===== src/hw/zvp_pkg.sv =====
// constants for the zoomed video card-side port driver
package zvp_pkg;
  // ----------------------------------------------------------------
  // clocking
  // ----------------------------------------------------------------
  localparam longint ZVP_CLK_HZ = 40000000;
  localparam int ZVP_PIX_PH_W = 2; // pixel clock = clock_in / 4
  // ----------------------------------------------------------------
  // video raster (small defaults, in pixel clocks and lines)
  // ----------------------------------------------------------------
  localparam logic [9:0] ZVP_H_TOTAL = 10'h020;
  localparam logic [9:0] ZVP_H_ACTIVE = 10'h018;
  localparam logic [9:0] ZVP_V_TOTAL = 10'h00C;
  localparam logic [9:0] ZVP_VS_LINES = 10'h002;
  localparam logic [9:0] ZVP_V_START = 10'h003;
  localparam logic [9:0] ZVP_V_ACTIVE = 10'h008;
  localparam logic [7:0] ZVP_BLANK = 8'h00;
  // ----------------------------------------------------------------
  // audio: phase accumulator ticks at 512 x sample rate
  // ----------------------------------------------------------------
  localparam int ZVP_ACC_W = 24;
  localparam longint ZVP_FS_32K = 32000;
  localparam longint ZVP_FS_44K = 44100;
  localparam longint ZVP_FS_48K = 48000;
  localparam logic [1:0] ZVP_RATE_32K = 2'h0;
  localparam logic [1:0] ZVP_RATE_44K = 2'h1;
  localparam logic [1:0] ZVP_RATE_48K = 2'h2;
  localparam logic [ZVP_ACC_W-1:0] ZVP_INC_32K = ZVP_ACC_W'((512 * ZVP_FS_32K * (64'd1 << ZVP_ACC_W)) / ZVP_CLK_HZ);
  localparam logic [ZVP_ACC_W-1:0] ZVP_INC_44K = ZVP_ACC_W'((512 * ZVP_FS_44K * (64'd1 << ZVP_ACC_W)) / ZVP_CLK_HZ);
  localparam logic [ZVP_ACC_W-1:0] ZVP_INC_48K = ZVP_ACC_W'((512 * ZVP_FS_48K * (64'd1 << ZVP_ACC_W)) / ZVP_CLK_HZ);
  localparam logic [4:0] ZVP_AUD_BITS = 5'h10; // bits per channel word
  // ----------------------------------------------------------------
  // restricted i/o window
  // ----------------------------------------------------------------
  localparam logic [5:0] ZVP_IO_PORTS = 6'h20;
endpackage


===== src/hw/zvp_card_port.sv =====
// card-side driver of the zoomed video port: pixels, syncs, i2s audio, i/o window
`timescale 1ns/1ps
// Summary of operation
// - one-way dedicated link card to graphics controller, no buffering or arbitration
// - card delivers already digitized video as yuv 4:2:2
// - card drives pixel clock timing every luma and chroma transfer
// - card drives line reference marking horizontal line timing
// - card drives frame sync marking frame boundaries
// - sixteen data lines: eight luma, eight chroma, driven toward the port
// - each four luma samples carry two cr and two cb samples
// - port meanings apply only in multimedia mode, else lines keep card meaning
// - multimedia mode limits host access to 32 sixteen-bit i/o ports
// - multimedia mode: no response to memory-mapped accesses
// - low five address lines stay for ordinary register access
// - two freed address lines reserved, left unconnected and undriven
// - card supplies i2s audio: lr select, data, bit clock, master clock
// - audio channel select distinguishes left bits from right bits
// - audio sample rate programmable to 32, 44.1 or 48 khz
module zvp_card_port (
  input wire logic clock_in,
  input wire logic rst_in,
  input wire logic mm_mode_in,
  input wire logic [7:0] luma_in,
  input wire logic [7:0] cb_in,
  input wire logic [7:0] cr_in,
  input wire logic [1:0] rate_sel_in,
  input wire logic [15:0] audio_left_in,
  input wire logic [15:0] audio_right_in,
  input wire logic io_strobe_in,
  input wire logic io_mem_in,
  input wire logic [4:0] io_addr_in,
  output logic pixel_clock_out,
  output logic line_reference_out,
  output logic frame_sync_out,
  output logic [7:0] luma_out,
  output logic [7:0] chroma_out,
  output logic video_oe_out,
  output logic pixel_take_out,
  output logic i2s_lr_out,
  output logic i2s_data_out,
  output logic i2s_bit_clock_out,
  output logic i2s_master_clock_out,
  output logic audio_take_out,
  output logic reserved_line_hi_out,
  output logic reserved_line_hi_oe_out,
  output logic reserved_line_lo_out,
  output logic reserved_line_lo_oe_out,
  output logic io_hit_out,
  output logic [4:0] io_port_out
);
  import zvp_pkg::*;

  // ----------------------------------------------------------------
  // state
  // ----------------------------------------------------------------
  typedef struct packed {
    logic [ZVP_PIX_PH_W-1:0] ph;
    logic pclk;
    logic [9:0] h;
    logic [9:0] v;
    logic lref;
    logic fsync;
    logic [7:0] luma;
    logic [7:0] chroma;
    logic oe;
    logic pix_take;
    logic [ZVP_ACC_W-1:0] acc;
    logic [8:0] ac;
    logic lr;
    logic adata;
    logic [15:0] shl;
    logic [15:0] shr;
    logic aud_take;
    logic [6:0] io_s1;
    logic [6:0] io_s2;
    logic io_hit;
    logic [4:0] io_port;
    logic [1:0] rsv;
  } zvp_state_t;

  zvp_state_t st_q;
  zvp_state_t st_d;

  // picks the i2s bit for a slot: msb one slot after the lr change
  function automatic logic zvp_aud_bit(input logic [15:0] word, input logic [4:0] slot);
    logic [4:0] pos;
    pos = 5'(ZVP_AUD_BITS - slot);
    if (slot >= 5'h01 && slot <= ZVP_AUD_BITS) begin
      return word[pos[3:0]];
    end
    return 1'b0;
  endfunction

  // ----------------------------------------------------------------
  // next state
  // ----------------------------------------------------------------
  logic [ZVP_ACC_W:0] acc_sum;
  logic [ZVP_ACC_W-1:0] acc_inc;
  logic [8:0] nac;
  logic [9:0] nh;
  logic [9:0] nv;
  logic act;

  always_comb begin
    st_d = st_q;
    st_d.pix_take = 1'b0;
    st_d.aud_take = 1'b0;
    st_d.rsv = 2'h0; // reserved lines never driven
    st_d.oe = mm_mode_in; // port drivers only in multimedia mode
    nh = st_q.h;
    nv = st_q.v;
    act = 1'b0;
    // pixel clock divider and raster
    st_d.ph = st_q.ph + 1'b1;
    st_d.pclk = st_d.ph[ZVP_PIX_PH_W-1];
    if (st_q.ph == '1) begin
      nh = st_q.h + 10'h001;
      if (nh == ZVP_H_TOTAL) begin
        nh = 10'h000;
        nv = st_q.v + 10'h001;
        if (nv == ZVP_V_TOTAL) begin
          nv = 10'h000;
        end
      end
      act = (nh < ZVP_H_ACTIVE) && (nv >= ZVP_V_START) && (nv < 10'(ZVP_V_START + ZVP_V_ACTIVE));
      st_d.h = nh;
      st_d.v = nv;
      st_d.lref = act;
      st_d.fsync = (nv < ZVP_VS_LINES);
      // new pixel on the falling pclk edge, stable at the rising one
      if (act) begin
        st_d.luma = luma_in;
        st_d.chroma = nh[0] ? cr_in : cb_in; // cb, cr alternate per pixel
        st_d.pix_take = 1'b1;
      end else begin
        st_d.luma = ZVP_BLANK;
        st_d.chroma = ZVP_BLANK;
      end
    end
    // audio rate select
    case (rate_sel_in)
      ZVP_RATE_32K: acc_inc = ZVP_INC_32K;
      ZVP_RATE_44K: acc_inc = ZVP_INC_44K;
      ZVP_RATE_48K: acc_inc = ZVP_INC_48K;
      default: acc_inc = ZVP_INC_48K;
    endcase
    acc_sum = {1'b0, st_q.acc} + {1'b0, acc_inc};
    st_d.acc = acc_sum[ZVP_ACC_W-1:0];
    nac = st_q.ac;
    if (acc_sum[ZVP_ACC_W]) begin
      nac = st_q.ac + 9'h001;
      // data and lr move only on the falling bit clock
      if (st_q.ac[2:0] == 3'h7) begin
        if (nac == 9'h000) begin
          st_d.shl = audio_left_in;
          st_d.shr = audio_right_in;
          st_d.aud_take = 1'b1;
        end
        st_d.lr = nac[8];
        st_d.adata = zvp_aud_bit(nac[8] ? st_d.shr : st_d.shl, nac[7:3]);
      end
    end
    st_d.ac = nac;
    // video and audio idle outside multimedia mode
    if (!mm_mode_in) begin
      st_d.ph = '0;
      st_d.pclk = 1'b0;
      st_d.h = 10'h000;
      st_d.v = 10'h000;
      st_d.lref = 1'b0;
      st_d.fsync = 1'b0;
      st_d.luma = ZVP_BLANK;
      st_d.chroma = ZVP_BLANK;
      st_d.pix_take = 1'b0;
      st_d.ac = 9'h000;
      st_d.acc = '0;
      st_d.lr = 1'b0;
      st_d.adata = 1'b0;
      st_d.aud_take = 1'b0;
    end
    // host adapter pins pass two flops first
    st_d.io_s1 = {io_strobe_in, io_mem_in, io_addr_in};
    st_d.io_s2 = st_q.io_s1;
    // i/o window only, memory cycles ignored
    st_d.io_hit = mm_mode_in && st_q.io_s2[6] && !st_q.io_s2[5] && ({1'b0, st_q.io_s2[4:0]} < ZVP_IO_PORTS);
    st_d.io_port = st_q.io_s2[4:0];
  end

  // ----------------------------------------------------------------
  // registers
  // ----------------------------------------------------------------
  always_ff @(posedge clock_in) begin
    if (rst_in) begin
      st_q <= '0;
    end else begin
      st_q <= st_d;
    end
  end

  // outputs straight from flops
  assign pixel_clock_out = st_q.pclk;
  assign line_reference_out = st_q.lref;
  assign frame_sync_out = st_q.fsync;
  assign luma_out = st_q.luma;
  assign chroma_out = st_q.chroma;
  assign video_oe_out = st_q.oe;
  assign pixel_take_out = st_q.pix_take;
  assign i2s_lr_out = st_q.lr;
  assign i2s_data_out = st_q.adata;
  assign i2s_bit_clock_out = st_q.ac[2];
  assign i2s_master_clock_out = st_q.ac[0];
  assign audio_take_out = st_q.aud_take;
  assign reserved_line_hi_out = st_q.rsv[1];
  assign reserved_line_hi_oe_out = st_q.rsv[1];
  assign reserved_line_lo_out = st_q.rsv[0];
  assign reserved_line_lo_oe_out = st_q.rsv[0];
  assign io_hit_out = st_q.io_hit;
  assign io_port_out = st_q.io_port;
endmodule // zvp_card_port


===== config.mk =====
export PLATFORM = sky130hd
export DESIGN_NAME = zvp_card_port
export DESIGN_NICKNAME = d
export VERILOG_FILES = /design/src/hw/zvp_pkg.sv /design/src/hw/zvp_card_port.sv
export SDC_FILE = /design/constraint.sdc
export NUM_CORES = 1
export LEC_CHECK = 0
export BUFFER_PORTS_ARGS = -buffer_cell sky130_fd_sc_hd__buf_2
export CAP_MARGIN = 20
export CORE_ASPECT_RATIO = 0.5
export CORE_MARGIN = 8
export CORE_UTILIZATION = 62
export CTS_CLUSTER_DIAMETER = 200
export DETAILED_ROUTE_END_ITERATION = 10
export PLACE_DENSITY = 0.93
export SLEW_MARGIN = 20
export SYNTH_ARGS = -nofsm -noshare
export SYNTH_HDL_FRONTEND = slang
export SYNTH_SLANG_ARGS = --single-unit

===== constraint.sdc =====
create_clock -name clock_in -period 5 [get_ports clock_in]
set_input_delay 1 -clock clock_in [delete_from_list [all_inputs] [get_ports clock_in]]
set_output_delay 1 -clock clock_in [all_outputs]
set_load 0.03 [all_outputs]

After elaboration in Yosys (flattened, before gate mapping)
Cells that the tools add are included.
{"block": "word_totals", "wordCells": 76, "output_inout_bits": 36, "regBits": 133}
{"block": "classes", "n_reduce_logical": 12, "n_eq_ne": 5, "n_addsub": 6, "n_bitwise": 4, "muxes": 20, "n_lt_le_gt_ge": 7}
{"op": "$mux 33", "count": 3}
{"op": "$mux 10", "count": 5}
{"op": "$pmux 24 s2", "count": 1}
{"op": "$mux 16", "count": 2}
{"op": "$add 24x24->25", "count": 1}
{"op": "$add 10x1->10 const B", "count": 2}
{"op": "$eq 10x4->1 const B", "count": 1}
{"op": "$eq 10x6->1 const B", "count": 1}
{"op": "$ge 10x2->1 const B", "count": 1}
{"op": "$lt 10x2->1 const B", "count": 1}
{"op": "$lt 10x4->1 const B", "count": 1}
{"op": "$lt 10x5->1 const B", "count": 1}
{"op": "$add 9x1->9 const B", "count": 1}
{"op": "$logic_not 9->1", "count": 1}
{"op": "$mux 8", "count": 1}
{"op": "$mux 1", "count": 7}
{"op": "$ge 5x1->1 const B", "count": 1}
{"op": "$le 5x5->1 const B", "count": 1}
{"op": "$logic_and 1x1->1", "count": 5}
{"op": "$lt 4x5->1 const B", "count": 1}
{"op": "$bmux 1 s4", "count": 1}
{"op": "$not 1->1", "count": 4}
{"op": "$reduce_or 4->1", "count": 1}
{"op": "$sub 1x4->4 const A", "count": 1}
{"op": "9 further kinds", "count": 9}

Logic depth before layout (Yosys ltp)
Gate-level depths: netlist (run 1).
{"block": "logic_depth", "ltp_word": 10, "depth_mapped": 14, "ltp_nobuf": 12}

Worst setup path after synthesis (run 1)
OpenSTA, ideal clock, no wires.
{"block": "synth_timing", "path_kind": "input to register", "startpoint": "input rate_sel_in[0]", "endpoint": "register st_q[85] in the netlist's numbering", "stages": 11, "arrival_time_ns": 3.593, "path_buffers": 0, "setup_time_ns": 0.072, "t_required_ns": 4.928, "slack_ns": 1.336, "path_cell_list": "or2_2 > inv_1 > ha_1 > nand2_1 > o21bai_1 > a21oi_1 > o21ai_0 > a2111oi_0 > o31ai_1 > a21boi_0 > mux2i_1"}
{"block": "synth_via", "elab_chain_len": 3}
{"item": "start, declared", "line_no": "zvp_card_port.sv:26", "text": "input wire logic [1:0] rate_sel_in,"}
{"item": "$eq 2x1->1 / $logic_not 2->1 (equally long branches)", "line_no": "zvp_card_port.sv:141", "text": "case (rate_sel_in)"}
{"item": "$pmux 24 s2 *", "line_no": "zvp_card_port.sv:141"}
{"item": "$add 24x24->25 *", "line_no": "zvp_card_port.sv:147", "text": "acc_sum = {1'b0, st_q.acc} + {1'b0, acc_inc};"}
{"item": "end signal, assigned", "line_no": "zvp_card_port.sv:196", "text": "st_q <= st_d;"}
{"item": "end, declared", "line_no": "zvp_card_port.sv:81", "text": "zvp_state_t st_q;"}
Mark *: on every way between the ends. The rest lies on a longest branch, timed or not.
A chain may end at the register's enable or synchronous reset.

Worst setup path in the final report (run 1)
{"block": "layout_timing", "startpoint": "input rate_sel_in[1]", "endpoint": "register st_q, in the netlist i2s_data_out"}
{"block": "layout_via", "elab_chain_len": 4}
{"item": "$eq 2x1->1 / $logic_not 2->1 (equally long branches)", "line_no": "zvp_card_port.sv:141"}
{"item": "$pmux 24 s2 *", "line_no": "zvp_card_port.sv:141"}
{"item": "$add 24x24->25 *", "line_no": "zvp_card_port.sv:147"}
{"item": "$reduce_and 2->1 (no source line) *"}
Marked as above.

==> summary.md, run 1 <==
| Metric | Value |
|---|---|
| Critical Path RT | `about 5.4 ns` |
| Post-CTS Repair Setup Buffers | `0` |
| Leakage power | `3.20 nW` |
| Root buffer cell | `clkbuf_16` |
| Placed Cells | `994` |
| CP max stage cell | `o311ai_2` |
| Register area share after synthesis | `0.376` |
| Main combinational cell family by area after synthesis | `compound AO/OA/AOI/OAI gates` |
| Post-Layout Cell Count | `1025` |
| Hold crit path type | `reg2reg` |
| Worst IR drop on VDD | `245 uV` |
| Cell internal pwr | `just under 2 mW` |
| Post-synthesis compound-gate area fraction | `0.213` |
| PwrDens | `320 mW/mm^2` |
| First-pass GRT wire length | `between 20000 and 30000 um` |
| Synth warn | `0` |
| CTS tree | `built` |
| Clock Skews | `around 0.0091 ns` |
| Place WS | `0.878 ns` |
| Post-Synth Simple-Gate Area | `0.202` |
| Max incr delay on CP | `about 0.48 ns` |
| Synth top cells by count | `dfxtp_1 (130), a21oi_1 (71), nand2_1 (63)` |
| Core ar. | `0.0109 mm^2` |
| Die X | `165 um` |
| Synth cell types | `77` |
| Synth Flop Type | `dfxtp_1` |
| GP Congestion | `0.919` |
| Final WL | `16900 um` |
| Crit path DAT | `4.22 ns` |
| Flop and latch count out of synthesis | `130` |
| Post-synthesis cell type with the largest combined area | `dfxtp_1` |
| Net Sw Frac | `0.232` |
| Post-synthesis instance total | `819` |
| Starting density of the core | `0.632` |
| Post-synthesis mux area share | `0.0380` |
| Remaining DRCs | `0` |
| Fill cells | `between 800 and 900` |
| Flop pwr share | `0.425` |
| Later-pin clock latency in the skew report | `0.42 ns` |
| FFs w/ async S/R, synth | `0` |
| Vias in the first global route | `6118` |
| Max-cap viol count | `0` |
| Crit path kind | `in2reg` |
| Top cells by area, synth | `dfxtp_1 (38%), a21oi_1 (5.1%), ha_1 (4.5%), nand3_1 (4.4%), o21ai_0 (4.3%)` |
| GRT Util Overall | `0.224` |
| Diode count | `0` |
| Vias per std cell | `6.02` |
| Fmax | `roughly 260 MHz` |
| Synth Area in Adders | `0.0481` |
| Hold Vio Cnt, Final | `0` |
| H-tree depth | `4` |
| Post-DRT Antenna Nets | `0` |
| Avg WL per Cell | `16.4 um` |
| Status | `finished, final reports clean` |
| CTS Buf Count | `17` |
| Worst-path cell chain | `buf_2, or2_2, inv_1, ha_1, a31o_2, a21oi_1, o211ai_1, nand2_1, o311ai_2, a21o_1, buf_4, o311ai_0, o21ai_1` |
| Setup TNS Final | `0 ns` |
| Post_cts resized | `0` |
| Cell with the most instances after synthesis | `dfxtp_1` |
| Antenna violations before repair | `0` |
| Final worst-path cycle share | `0.772` |
| Hold_buf cts | `0` |
| Clk pwr share | `0.499` |
| Final slew viol count | `0` |
| Post-synth top area share | `0.376` |
| Area Overhead vs Synth | `13.5%` |
| Share of post-route cells with drive strength above 1 | `0.192` |
| Startpoint Class | `input pin` |
| Net switching power | `0.582 mW` |
| Post-synth EDFFs | `0` |
| Fin nets | `962` |
| I/O Buffers | `between 90 and 100` |
| XOR/XNOR share of the synthesized area | `0.0492` |
| Row Count | `27` |
| Worst setup margin | `1.14 ns` |
| TritonRoute pass-1 iters | `6` |
| Worst rel slew slack | `0.314` |
| Post-Route Utilization | `0.717` |
| Critical path buffer and inverter count | `3` |
| Worst-Margin Slew | `1.02 ns` |
| Clk slew on worst S/H paths | `0.06 ns` |
| DP Wirelength | `about 11000 um` |
| Initial DRC count | `~490` |
| I/O pin count | `104` |
| Crit end category | `flop` |
| Post-Syn Area per Cell | `8.45 um^2` |
| Cell Area, Synth | `between 0.006 and 0.007 mm^2` |
| Cell family with most CP delay | `compound AO/OA/AOI/OAI gates` |
| Number of clock sinks | `130` |
| Final Setup Violations | `0` |
| Combinational power share | `0.077` |
| Tmin final | `3.86 ns` |
| Clock buffer depth | `2` |
| Total number of vias | `around 6200` |
| Die height | `approximately 91 um` |
| RSZ-0062 raised after global routing | `no` |
| Total gr overflow | `0` |
| Crit Path Max Fanout | `26` |
| DIE AREA | `between 0.01 and 0.015 mm^2` |
| Largest net degree at the start of global routing | `53` |
[power by group through the flow]
stage	clock network (mW)	registers, mW	logic [mW]
floorplan	0	1.09	0.127
global placement	0	1.09	0.177
detailed placement	0	1.09	0.186
CTS	1.26	1.07	0.190
global route	1.31	1.07	0.211
finish	1.25	1.07	0.193
[cells in the final DEF (no fill, tap or decap), drive strengths merged, types with 3 or more instances in the layout]
master,synthesis,layout
a31oi,6,6
a21o,9,9
o21ai,63,63
nor4b,3,3
xor2,18,18
nand2,63,63
buf,40,105
and2,9,9
o31ai,7,7
or4,5,5
a211oi,7,7
nand4,8,8
inv,23,23
a21oi,72,72
conb,1,4
nor3,13,13
and3,9,9
or3,8,8
ha,25,25
nor2,56,56
nor2b,26,26
nand3,61,61
or2,3,3
o41ai,18,18
xnor2,20,20
mux2i,24,24
o221ai,5,5
nand2b,7,7
clkinv,0,3
a311oi,4,4
dfxtp,130,130
clkinvlp,0,3
a2111oi,3,3
clkbuf,38,23
[routing by layer]
layer	routed length [um]	track usage	up-vias
li1	-	-	2993
met4	326	0.0960	0
met5	0	0	-
met1	7010	0.258	2903
met3	1220	0.0587	33
met2	8300	0.383	243
[final timing paths]
path                                          start                         to  slack [ns]  cells after the start
hold / removal                  st_q[13]$_SDFF_PP0_      io_hit_out$_SDFF_PP0_        0.39                      1
setup reg to reg  i2s_master_clock_out$_SDFFE_PP0P_  i2s_data_out$_SDFFE_PP0P_        1.33                     11
hold reg to reg                 st_q[13]$_SDFF_PP0_      io_hit_out$_SDFF_PP0_        0.39                      1
setup / recovery                     rate_sel_in[1]  i2s_data_out$_SDFFE_PP0P_        1.14                     13
[cells by family after synthesis]
group / Yosys count
mux: 26
fa+ha+maj: 26
other cells: 1
buf+inv: 101
simple gates: 279
xor+xnor: 38
compound gates: 218
flops: 130
[sequential cells by signal, summed over array words and instances (netlist names), 5 cells and up]
register and flops:
chroma_out 8, io_port_out 5, luma_out 8, st_d 12, st_q 87
[per-stage QoR]
step	hold slack [ns]	cell area [um^2]	total power [mW]
2_1_floorplan	0.373	6930	1.22
3_3_place_gp	0.380	7240	1.27
3_5_place_dp	0.390	7240	1.28
4_1_cts	0.397	7840	2.51
5_1_grt	0.406	7850	2.59
6_report	0.392	7850	2.51
[layout make-up]
class,count,area [um^2],share of cell area
multi-input cells,591,3840,0.489
flip-flops and latches,130,2600,0.331
repair buffers,105,541,0.0688
clock buffers,23,498,0.0634
well taps,145,181,0.0231
clock inverters,8,101,0.0129
inverters,23,86.3,0.0110
Power figures use the tool's default switching activity.
==> run 2, diff against run 1 <==
--- a/config.mk
+++ b/config.mk
@@ -9,10 +9,10 @@
 export CAP_MARGIN = 20
 export CORE_ASPECT_RATIO = 0.5
 export CORE_MARGIN = 8
-export CORE_UTILIZATION = 62
+export CORE_UTILIZATION = 52
 export CTS_CLUSTER_DIAMETER = 200
 export DETAILED_ROUTE_END_ITERATION = 10
-export PLACE_DENSITY = 0.93
+export PLACE_DENSITY = 0.84
 export SLEW_MARGIN = 20
 export SYNTH_ARGS = -nofsm -noshare
 export SYNTH_HDL_FRONTEND = slang
==> constraint.sdc (replaced) <==
create_clock -name clock_in -period 3.3 [get_ports clock_in]
set_input_delay 0.66 -clock clock_in [delete_from_list [all_inputs] [get_ports clock_in]]
set_output_delay 0.66 -clock clock_in [all_outputs]
set_load 0.03 [all_outputs]
==> summary.md, run 2 (synthesized netlist as in run 1, its figures left out) <==
| Metric | Value |
|---|---|
| Status | `finished, final reports clean (unchanged)` |
| Clock buffer depth | `2 (unchanged)` |
| Startpoint Class | `flop (was input pin)` |
| Leakage power | `3.32 nW (was 3.20 nW)` |
| Largest net degree at the start of global routing | `52 (was 53)` |
| Critical Path RT | `3.59 ns (was 5.36 ns)` |
| Vias in the first global route | `5955 (was 6118)` |
| Final slew viol count | `0 (unchanged)` |
| Most common cell after layout, fill and taps aside | `dfxtp_1 (unchanged)` |
| Hold crit path type | `reg2reg (unchanged)` |
| H-tree depth | `4 (unchanged)` |
| Vias per std cell | `5.72 (was 6.02)` |
| Share of post-route cells with drive strength above 1 | `0.221 (was 0.192)` |
| Number of clock sinks | `130 (unchanged)` |
| Die X | `179 um (was 165 um)` |
| Worst setup margin | `0.209 ns (was 1.14 ns)` |
| Register area | `0.00260 mm^2 (about the same)` |
| TritonRoute pass-1 iters | `7 (was 6)` |
| Fmax | `roughly 320 MHz` |
| First-pass GRT wire length | `27400 um (was 28000 um)` |
| CP Launch Point | `st_q[60]$_SDFFE_PP0P_ (was rate_sel_in[1])` |
| CTS tree | `built (unchanged)` |
| Max-cap viol count | `0 (unchanged)` |
| Hold_buf cts | `0 (unchanged)` |
| Worst-Margin Slew | `0.785 ns (was 1.02 ns)` |
| Final Setup Violations | `0 (unchanged)` |
| Area of the multi-input gates | `0.00387 mm^2 (was 0.00384 mm^2)` |
| Row Count | `29 (was 27)` |
| Place WS | `0.00454 ns (was 0.878 ns)` |
| Final WL | `16400 um (was 16900 um)` |
| Clock Skews | `0.00935 ns (was 0.00912 ns)` |
| Tmin final | `3.09 ns` |
| Tot Pwr | `3.70 mW (was 2.51 mW)` |
| Finished layout cell area | `0.00808 mm^2 (was 0.00785 mm^2)` |
| I/O Buffers | `99 (unchanged)` |
| Largest register FFs | `87 (unchanged)` |
| Root buffer cell | `clkbuf_16 (unchanged)` |
| Worst IR drop on VDD | `229 uV (was 245 uV)` |
| Setup TNS Final | `0 ns (unchanged)` |
| Crit path kind | `reg2reg (was in2reg)` |
| Avg WL per Cell | `15.3 um (was 16.4 um)` |
| Total gr overflow | `0 (unchanged)` |
| Crit end category | `flop (unchanged)` |
| Final worst-path cycle share | `0.937` |
| Post-DRT Antenna Nets | `0 (unchanged)` |
| Diode count | `0 (unchanged)` |
| RSZ-0062 raised after global routing | `no (unchanged)` |
| Biggest register | `st_q (unchanged)` |
| Most frequent cells in the layout | `dfxtp_1 (129), buf_2 (99), a21oi_1 (70) (was dfxtp_1 (130), buf_2 (99), a21oi_1 (70))` |
| Die height | `97.6 um (was 90.7 um)` |
| Crit Path Max Fanout | `9 (was 26)` |
| Fill cells | `1035 (was 818)` |
| I/O pin count | `104 (unchanged)` |
| Starting density of the core | `0.540 (was 0.632)` |
| DIE AREA | `0.0175 mm^2 (was 0.0150 mm^2)` |
| Fin nets | `988 (was 962)` |
| Core ar. | `0.0128 mm^2 (was 0.0109 mm^2)` |
| Antenna violations before repair | `0 (unchanged)` |
| Hold Vio Cnt, Final | `0 (unchanged)` |
| Worst rel slew slack | `0.476 (was 0.314)` |
| Area Overhead vs Synth | `16.9% (was 13.5%)` |
| Initial DRC count | `453 (was 486)` |
| Post-Route Utilization | `0.631 (was 0.717)` |
| Crit path DAT | `3.39 ns (was 4.22 ns)` |
| Remaining DRCs | `0 (unchanged)` |
| Later-pin clock latency in the skew report | `0.42 ns (about the same)` |
| DP Wirelength | `11400 um (was 11200 um)` |
| GRT Util Overall | `0.185 (was 0.224)` |
| Placed Area | `0.00749 mm^2 (was 0.00724 mm^2)` |
| CTS Buf Count | `17 (unchanged)` |
| GP Congestion | `0.893 (was 0.919)` |
| Total number of vias | `6156 (was 6172)` |
| PwrDens | `457 mW/mm^2 (was 320 mW/mm^2)` |
| Clk slew on worst S/H paths | `0.06 ns (about the same)` |
| Crit Reg-Reg Startpoint | `st_q[60]$_SDFFE_PP0P_ (was i2s_master_clock_out$_SDFFE_PP0P_)` |
| Hold Startpoint | `st_q[13]$_SDFF_PP0_ (unchanged)` |
==> run 2: cell types whose count changed in the layout (fill, tap and decap cells not counted), moves of 2 or more <==
| cell | before | now |
|---|---|---|
| xor2_2 | 0 | 3 |
| clkinv_4 | 1 | 4 |
| clkbuf_8 | 5 | 1 |
| buf_12 | 0 | 2 |
| buf_4 | 6 | 30 |
| xor2_1 | 18 | 15 |
==> run 2: path summary, 6_finish.rpt <==
check | cells after the start | endpoint | slack, ns
worst max-delay path | 10 | i2s_data_out$_SDFFE_PP0P_ | 0.21
worst min-delay path | 1 | io_hit_out$_SDFF_PP0_ | 0.40
worst max register to register | 10 | i2s_data_out$_SDFFE_PP0P_ | 0.21
worst min register to register | 1 | io_hit_out$_SDFF_PP0_ | 0.40
==> run 2: worst max-delay path: stages, from the launching register on <==
cell	delay, ns
dfxtp_1	0.49
nand3_1	0.27
xor2_2	0.23
ha_1	0.26
xor2_2	0.18
xnor2_1	0.43
mux2i_1	0.26
o221ai_1	0.18
o221a_2	0.32
a311oi_1	0.26
o21ai_1	0.10
==> run 2: routing by layer <==
metal / global-route usage / vias up / wire, um / part of all wire
met5: 0 / - / 0 / 0
met4: 0.0583 / 0 / 201 / 0.012
met3: 0.0469 / 25 / 1070 / 0.065
met2: 0.309 / 219 / 7830 / 0.48
met1: 0.228 / 2862 / 7310 / 0.45
li1: - / 3050 / - / -
==> run 2: repair_timing <==
item	CTS	global route
setup endpoints to repair	0	10
resized for setup	0	6
buffers inserted	0	1
==> run 2: cell type report <==
type                       count  share of cell area
clock inverter                12              0.0138
inverter                      23              0.0107
sequential                   130               0.322
timing repair buffer         131              0.0941
clock buffer                  19              0.0548
tap                          170              0.0263
multi-input combinational    591               0.478
==> run 2: where the power goes <==
group          switching, mW  internal (mW)  leakage (nW)
clock                  0.722           1.05         0.265
combinational          0.175          0.133          2.00
sequential            0.0121           1.60          1.05
total                  0.909           2.79          3.32
==> run 2: through the flow <==
step / hold WS (ns) / cells
after global placement: 0.386 / 1044
final: 0.395 / 1076
after CTS: 0.393 / 1075
after global routing: 0.405 / 1076
after detailed placement: 0.380 / 1044
after floorplan: 0.373 / 822
